--- config.mk ---
export PLATFORM = sky130hd
export DESIGN_NAME = cpf_flow
export DESIGN_NICKNAME = d
export VERILOG_FILES = /design/src/cpf_flow.v
export VERILOG_INCLUDE_DIRS = /design/src
export SDC_FILE = /design/constraint.sdc
export NUM_CORES = 1
export LEC_CHECK = 0
export ABC_AREA = 1
export BUFFER_PORTS_ARGS = -buffer_cell sky130_fd_sc_hd__buf_2
export CORE_MARGIN = 1
export CORE_UTILIZATION = 50
export CTS_CLUSTER_DIAMETER = 200
export DETAILED_ROUTE_END_ITERATION = 12
export PLACE_DENSITY = 0.81
export SLEW_MARGIN = 20
export SYNTH_ARGS = -nofsm -noshare
export SYNTH_HDL_FRONTEND = slang
export SYNTH_SLANG_ARGS = --single-unit
--- constraint.sdc ---
create_clock -name core_clk -period 11.9 [get_ports core_clk]
set_input_delay 0 -clock core_clk [delete_from_list [all_inputs] [get_ports core_clk]]
set_output_delay 0 -clock core_clk [all_outputs]
set_load 0.02 [all_outputs]
--- src/cpf_defines.vh ---
// constants for the program flow and pointer block
`ifndef CPF_DEFINES_VH
`define CPF_DEFINES_VH
`define CPF_PC_W        15
`define CPF_WORD_W      14
`define CPF_IMPL_AW     12
`define CPF_RESET_VEC   15'h0000
`define CPF_INT_VEC     15'h0004
`define CPF_STACK_DEPTH 16
`define CPF_STACK_AW    4
`define CPF_PTR_W       16
`define CPF_PGM_SEL_BIT 15
`define CPF_DATA_W      8
`define CPF_SHADOW_W    40
`define CPF_GPR_BANK    16'h0050
`define CPF_LIN_BASE    16'h2000
`define CPF_LIN_TOP     16'h29AF
`define CPF_BANK_SIZE   16'h0080
`define CPF_GPR_OFS     16'h0020
`define CPF_NUM_INSTR   49
`define CPF_OP_W        6
`define CPF_MODE_DIR    2'h0
`define CPF_MODE_IND    2'h1
`define CPF_MODE_REL    2'h2
`endif

--- src/cpf_flow.v ---
// program counter, return stack, shadows and indirect pointers of the core
//
// Behaviour
// - program counter is 15 bits, spanning 32K words of 14 bits
// - only 4096 words exist; addresses above 0FFFh wrap into them
// - reset starts at 0000h; interrupt entry loads 0004h
// - return stack is its own memory, 16 entries of 15 bits
// - push when full sets overflow, pop when empty sets underflow; optional reset
// - interrupt entry saves core registers to shadows; return from interrupt restores them
// - two independent 16-bit pointers reach data and program memory
// - indirect read with pointer on program memory takes one extra cycle
// - pointers offer a linear view of general purpose RAM across banks
// - decoder accepts exactly 49 instruction codes
// - operands may be direct, indirect through pointers, or pc relative
// - pointer high bit 7 set reads program memory; low 8 bits returned
// - writes through a pointer on program memory never modify it
`timescale 1ns/1ps
`include "cpf_defines.vh"
module cpf_flow #(
    parameter STACK_DEPTH = `CPF_STACK_DEPTH,
    parameter NUM_INSTR   = `CPF_NUM_INSTR
) (
    input  wire                      core_clk,
    input  wire                      arst_n,
    input  wire                      clk_en,
    input  wire                      step,
    input  wire [`CPF_OP_W-1:0]      op_code,
    input  wire [1:0]                addr_mode,
    input  wire [`CPF_PC_W-1:0]      target,
    input  wire [`CPF_PC_W-1:0]      rel_offset,
    input  wire                      do_jump,
    input  wire                      do_call,
    input  wire                      do_return,
    input  wire                      irq_take,
    input  wire                      do_retfie,
    input  wire                      stack_reset_en,
    input  wire                      clr_ovf,
    input  wire                      clr_unf,
    input  wire [`CPF_SHADOW_W-1:0]  core_regs,
    input  wire                      ptr_sel,
    input  wire                      ptr_load,
    input  wire [`CPF_PTR_W-1:0]     ptr_wdata,
    input  wire                      ind_read,
    input  wire                      ind_write,
    input  wire [`CPF_WORD_W-1:0]    pgm_rdata,
    input  wire [`CPF_DATA_W-1:0]    ram_rdata,
    output reg  [`CPF_PC_W-1:0]      pc_reg,
    output wire [`CPF_IMPL_AW-1:0]   fetch_addr,
    output reg                       stack_overflow_flag,
    output reg                       stack_underflow_flag,
    output reg                       soft_reset,
    output reg  [`CPF_SHADOW_W-1:0]  restore_regs,
    output reg                       restore_valid,
    output reg  [`CPF_PTR_W-1:0]     ptr0_reg,
    output reg  [`CPF_PTR_W-1:0]     ptr1_reg,
    output wire [`CPF_PTR_W-1:0]     mem_addr,
    output wire                      mem_is_pgm,
    output wire                      ram_we,
    output reg  [`CPF_DATA_W-1:0]    ind_rdata,
    output reg                       ind_valid,
    output wire                      stall,
    output wire                      op_legal,
    output wire                      op_direct,
    output wire                      op_indirect,
    output wire                      op_relative
);
    localparam ST_IDLE = 2'b01;
    localparam ST_WAIT = 2'b10;
    // sized zeros keep every reset assignment at its target's width
    localparam [`CPF_STACK_AW:0]   SP_EMPTY    = {(`CPF_STACK_AW+1){1'b0}};
    localparam [`CPF_SHADOW_W-1:0] SHADOW_ZERO = {`CPF_SHADOW_W{1'b0}};
    localparam [`CPF_PTR_W-1:0]    PTR_ZERO    = {`CPF_PTR_W{1'b0}};
    localparam [`CPF_DATA_W-1:0]   DATA_ZERO   = {`CPF_DATA_W{1'b0}};

    reg [`CPF_PC_W-1:0]     stack_mem [0:STACK_DEPTH-1];
    reg [`CPF_STACK_AW:0]   sp_reg;
    reg [`CPF_SHADOW_W-1:0] shadow_reg;
    reg [1:0]               state_reg;
    wire [`CPF_PTR_W-1:0]   ptr_cur;
    wire                    push;
    wire                    pop;
    wire                    over;
    wire                    under;
    wire                    run;
    reg  [`CPF_PC_W-1:0]    pc_next;
    wire [`CPF_PC_W:0]      pc_inc;
    wire [`CPF_PC_W:0]      rel_sum;
    wire [`CPF_PC_W-1:0]    ret_addr;
    wire [`CPF_PC_W-1:0]    jump_addr;

    // linear gpr window maps onto the 80-byte bank slices
    function [`CPF_PTR_W-1:0] cpf_map;
        input [`CPF_PTR_W-1:0] p;
        reg   [`CPF_PTR_W-1:0] lin;
        begin
            lin = p - `CPF_LIN_BASE;
            if (p[`CPF_PGM_SEL_BIT]) begin
                cpf_map = p;
            end else if (p >= `CPF_LIN_BASE && p <= `CPF_LIN_TOP) begin
                cpf_map = (lin / `CPF_GPR_BANK) * `CPF_BANK_SIZE
                          + `CPF_GPR_OFS + (lin % `CPF_GPR_BANK);
            end else begin
                cpf_map = p;
            end
        end
    endfunction

    assign run        = clk_en && step && !stall;
    assign push       = run && (do_call || irq_take);
    assign pop        = run && (do_return || do_retfie);
    assign over       = push && (sp_reg == STACK_DEPTH);
    assign under      = pop && (sp_reg == SP_EMPTY);
    assign fetch_addr = pc_reg[`CPF_IMPL_AW-1:0];
    assign ptr_cur    = ptr_sel ? ptr1_reg : ptr0_reg;
    assign mem_addr   = cpf_map(ptr_cur);
    assign mem_is_pgm = ptr_cur[`CPF_PGM_SEL_BIT];
    // program memory is read-only from the pointer side
    assign ram_we     = clk_en && ind_write && !mem_is_pgm;
    // the extra cycle holds the core while the program word arrives;
    // it starts even without step, so an idle core never gets stale data
    assign stall      = ind_read && mem_is_pgm && (state_reg == ST_IDLE);
    assign op_legal   = (op_code < NUM_INSTR);
    assign op_direct  = (addr_mode == `CPF_MODE_DIR);
    assign op_indirect = (addr_mode == `CPF_MODE_IND);
    assign op_relative = (addr_mode == `CPF_MODE_REL);
    // a full stack holds the counter at depth, whose low bits wrap to the top entry
    assign ret_addr   = stack_mem[sp_reg[`CPF_STACK_AW-1:0] - 1'b1];
    // carries are dropped on purpose: the counter wraps around its 32K space
    assign pc_inc     = {1'b0, pc_reg} + 1'b1;
    assign rel_sum    = {1'b0, pc_reg} + {1'b0, rel_offset};
    assign jump_addr  = op_relative ? rel_sum[`CPF_PC_W-1:0] : target;

    always @* begin
        pc_next = pc_inc[`CPF_PC_W-1:0];
        // irq_take outranks every other flow change
        if (irq_take) begin
            pc_next = `CPF_INT_VEC;
        end else if (do_return || do_retfie) begin
            pc_next = (sp_reg == SP_EMPTY) ? `CPF_RESET_VEC : ret_addr;
        end else if (do_jump || do_call) begin
            pc_next = jump_addr;
        end
    end

    always @(posedge core_clk or negedge arst_n) begin
        if (!arst_n) begin
            pc_reg               <= `CPF_RESET_VEC;
            sp_reg               <= SP_EMPTY;
            stack_overflow_flag  <= 1'b0;
            stack_underflow_flag <= 1'b0;
            soft_reset           <= 1'b0;
            shadow_reg           <= SHADOW_ZERO;
            restore_regs         <= SHADOW_ZERO;
            restore_valid        <= 1'b0;
            ptr0_reg             <= PTR_ZERO;
            ptr1_reg             <= PTR_ZERO;
            ind_rdata            <= DATA_ZERO;
            ind_valid            <= 1'b0;
            state_reg            <= ST_IDLE;
        end else if (clk_en) begin
            restore_valid <= 1'b0;
            ind_valid     <= 1'b0;
            // one cycle late; the flags survive it so software can read the cause
            soft_reset    <= stack_reset_en && (over || under);
            // a new event wins over a clear in the same cycle
            if (over) begin
                stack_overflow_flag <= 1'b1;
            end else if (clr_ovf) begin
                stack_overflow_flag <= 1'b0;
            end
            if (under) begin
                stack_underflow_flag <= 1'b1;
            end else if (clr_unf) begin
                stack_underflow_flag <= 1'b0;
            end
            if (soft_reset) begin
                pc_reg <= `CPF_RESET_VEC;
                sp_reg <= SP_EMPTY;
            end else if (run) begin
                pc_reg <= pc_next;
                if (push && !over) begin
                    sp_reg <= sp_reg + 1'b1;
                end else if (pop && !under) begin
                    sp_reg <= sp_reg - 1'b1;
                end
            end
            if (run && irq_take) begin
                shadow_reg <= core_regs;
            end
            if (run && do_retfie) begin
                restore_regs  <= shadow_reg;
                restore_valid <= 1'b1;
            end
            if (ptr_load && !ptr_sel) begin
                ptr0_reg <= ptr_wdata;
            end
            if (ptr_load && ptr_sel) begin
                ptr1_reg <= ptr_wdata;
            end
            case (state_reg)
                ST_IDLE: begin
                    if (stall) begin
                        state_reg <= ST_WAIT;
                    end else if (ind_read) begin
                        ind_rdata <= ram_rdata;
                        ind_valid <= 1'b1;
                    end
                end
                ST_WAIT: begin
                    // the upper bits of the program word are not visible here
                    ind_rdata <= pgm_rdata[`CPF_DATA_W-1:0];
                    ind_valid <= 1'b1;
                    state_reg <= ST_IDLE;
                end
                default: state_reg <= ST_IDLE;
            endcase
        end
    end

    // no reset on the array: an entry means nothing until it is pushed
    always @(posedge core_clk) begin
        if (clk_en && !soft_reset && push && !over) begin
            stack_mem[sp_reg[`CPF_STACK_AW-1:0]] <= pc_inc[`CPF_PC_W-1:0];
        end
    end
endmodule // cpf_flow

==> run_results.csv <==
group,metric,value,unit
cts,tritoncts_num_sinks,387,
sta,setup_viol_count_final,0,
global_routing,grt.total_usage,26.9,%
cts,htreeDepth,2,
yosys,synthDominantAreaCellType,"sky130_fd_sc_hd__edfxtp_1",
global_routing,grt.busiest_layer,"met2",
yosys,synth_top_area_share,37.3,%
sta,timing.setup.tns,0,ns
floorplan,boundaryPins,267,
drt,drtAntennaViolNets,0,
outcome,run_status,"complete, no violations",
drt,routed_wl,54.0,mm
critical_path,crit_required,11.90,ns
critical_path,timing.reg2reg.setup_slack,7.66,ns
yosys,yosysMostFrequentCell,"sky130_fd_sc_hd__nand2_1",
critical_path,crit_top_cell,"sky130_fd_sc_hd__nand2_1",
floorplan,die-area,39400,µm²
critical_path,cp_data_arrival_time,8.91,ns
drt,initialDrtViolationCount,1492,
critical_path,crit_buf_inv,4,
global_routing,grt.met2_usage,44.4,%
sta,skew,0.0203,ns
critical_path,critPathMaxStageDelay,0.38,ns
floorplan,die_y,199,µm
drt,drt_pass1_iterations,7,
yosys,synth-seq-cells,387,
yosys,main_combinational_cell_family_by_area_after_synthesis,"simple AND/OR/NAND/NOR gates",
critical_path,ff_to_ff_start,"sp_reg[0]",
floorplan,initial_utilization,51.0,%
sta,rsz0062_at_grt,"no",
layout,layout.cells.non_filler,2908,
yosys,synth.cell_area,19300,µm²
yosys,synthArstFlopShare,38.0,%
sta,timing.max_slew.rel_slack,24.0,%
sta,achievable-frequency,112,MHz
cts,tritoncts,"built",
yosys,yosys_warnings,0,
yosys,muxShareOfSynthArea,0.117,%
place,placed_cells_incl_taps,2739,
yosys,synth_simple_gate_area_share,19.4,%
yosys,synthTopCellsByCount,"sky130_fd_sc_hd__nand2_1, sky130_fd_sc_hd__edfxtp_1, sky130_fd_sc_hd__a21oi_1",
worst_hold_path,whs_endpoint,"stack_overflow_flag",
place,final_wtd_congestion,0.945,
yosys,seq_area_frac_synth,56.4,%
drt,routed-via-count,16469,
drt,avgViaCountPerCell,5.66,
cts,worstSkewPairLatency,0.56,ns
floorplan,die_width,199,µm
cts,cts.clk_slew.worst_paths,0.06,ns
worst_hold_path,holdPathStages,5,
floorplan,placeableCoreArea,37800,µm²
sta,hold_violations,0,
layout,final_nets,2531,
global_routing,gr-total-overflow,0,
job,max_cap_viol_count,0,
global_routing,wire_length_of_the_first_global_routing_pass,82.4,mm
cts,cts-buffers-inserted,41,
global_routing,grt_pass1_vias,15696,
worst_hold_path,hold_class,"input port to flip-flop",
worst_hold_path,hold_path_startpoint,"do_call",
layout,post_route_cells_drive_above_1_share,19.0,%
critical_path,start_kind,"flip-flop",
yosys,syn_nets,2209,
critical_path,ff2ff_path_depth,11,
yosys,yosys.area_share.adder,2.48,%
cts,cts_repair_resize_count,0,
yosys,synth-compound-area-share,13.9,%
global_routing,grt_start_max_net_pins,110,
drt,post-route-drc-count,0,
cts,cts-root-buf,"sky130_fd_sc_hd__clkbuf_16",
yosys,synth_cell_type_count,63,
cts,cts_post_setup_buffers_inserted,0,
critical_path,worst_path_max_delay_cell,"sky130_fd_sc_hd__dfrtp_1",
yosys,avgSynthCellArea,9.46,µm²
yosys,synth_top_cells_by_area,"sky130_fd_sc_hd__edfxtp_1, sky130_fd_sc_hd__dfrtp_1, sky130_fd_sc_hd__nand2_1",
yosys,post_synth_xor_area_fraction,1.81,%
layout,largest_register_ff_count,240,
sta,period_minus_slack,8.91,ns
layout,n_fill_cell,2950,
cts,clock_path_buffers,3,
global_routing,global_route.usage.met1,34.2,%
critical_path,worstSetupPathType,"flip-flop to output pin",
floorplan,rows,71,
sta,post_route_fraction_of_the_period_consumed_by_the_critical_path,74.8,%
global_routing,met3_usage_in_global_routing,5.41,%
critical_path,regToRegEndpoint,"pc_reg[4]",
yosys,syn-instance-count,2040,
yosys,post_synth_edffs,240,
critical_path,cp_max_fo,11,
drt,detail_route.wl_per_cell,18.6,µm
sta,tightest_slew,1.13,ns
layout,layout-area-overhead-vs-synth,20.6,%
global_routing,antenna_violations_before_repair,4,
place,portBuffers,260,
critical_path,crit_path_end_kind,"output pin",
critical_path,critical-path-top-delay-family,"simple AND/OR/NAND/NOR gates",
sta,final_max_slew_viol_count,0,
place,detailedPlacementHpwl,33.8,mm
yosys,dominantRegCellSynth,"sky130_fd_sc_hd__edfxtp_1",
## stage by stage
stage / area [µm²] / utilization, % / worst slack [ns] / hold slack [ns]
6_report: 23300 / 61.5 / 2.99 / 0.0418
5_1_grt: 23300 / 61.5 / 2.10 / 0.0660
4_1_cts: 23200 / 61.4 / 3.12 / 0.00361
3_5_place_dp: 21000 / 55.6 / 3.50 / 0.206
3_3_place_gp: 21000 / 55.6 / 3.76 / 0.190
2_1_floorplan: 19300 / - / 4.68 / -0.296
## kinds of logic after synthesis
logic type               Yosys count
AND/OR/NAND/NOR                  835
AO/OA/AOI/OAI                    454
flip-flops                       387
buffers and inverters            284
XOR/XNOR                          40
adder cells (fa/ha/maj)           37
multiplexers                       2
other                              1
## worst max-delay path by stage
stage | slack [ns] | from | to | cells past startpoint
finish | 2.99 | ptr1_reg[14] | mem_addr[15] | 54
global placement | 3.76 | ptr_sel | mem_addr[15] | 62
CTS | 3.12 | ptr1_reg[14] | mem_addr[15] | 56
global route | 2.10 | ptr1_reg[14] | mem_addr[15] | 56
floorplan | 4.68 | ptr1_reg[14] | mem_addr[15] | 55
detailed placement | 3.50 | ptr_sel | mem_addr[15] | 58
## routing by layer
metal  share of wire (%)  vias up
met2                  49      896
met5               0.035        -
met4                 4.4        2
met3                 9.2      184
met1                  38     7759
li1                    -     7628
## placed cells by master (no fill, tap or decap), drive strengths merged, types with 3 or more instances in the layout
cell type | netlist | routed
xor2 | 33 | 33
nand3 | 126 | 126
a22oi | 31 | 31
diode | 0 | 3
nand2 | 525 | 525
inv | 181 | 182
a21oi | 200 | 200
a211oi | 3 | 3
edfxtp | 240 | 240
o21ai | 138 | 138
o211ai | 8 | 8
dfrtp | 146 | 146
ha | 35 | 35
o31ai | 16 | 16
o22ai | 4 | 4
dlygate4sd3 | 0 | 91
a31oi | 9 | 9
clkinv | 4 | 23
nand4 | 23 | 23
clkbuf | 75 | 50
a221oi | 29 | 29
nor4 | 3 | 3
nor2 | 140 | 140
nor3 | 11 | 11
bufinv | 0 | 3
o21bai | 5 | 5
xnor2 | 7 | 7
buf | 24 | 287
## tightest hold or removal path, delay by kind of cell
kind	cells	cell delay, ns
AOI/OAI and AO/OA	1	0.18
and+or+nand+nor	2	0.14
buffers and inverters	2	0.23
## final cells by class
class                           instances  area, µm²  area share, %
Clock buffer                           50       1080           4.64
Sequential cell                       387      10900           46.8
Timing Repair Buffer                  378       2420           10.4
Clock inverter                         25        215          0.925
Antenna cell                            3       7.51         0.0323
Inverter                              185        698           3.00
Multi-Input combinational cell       1369       7320           31.5
Tap cell                              511        639           2.75
## repair_timing
action | in CTS | in global routing
setup endpoints to repair | 0 | 0
hold buffers | 91 | 0
hold endpoints to repair | 204 | 0
Power is left out: the tool's default activity adds up to more than one toggle a clock period on the data nets, which glitch-free logic cannot reach.
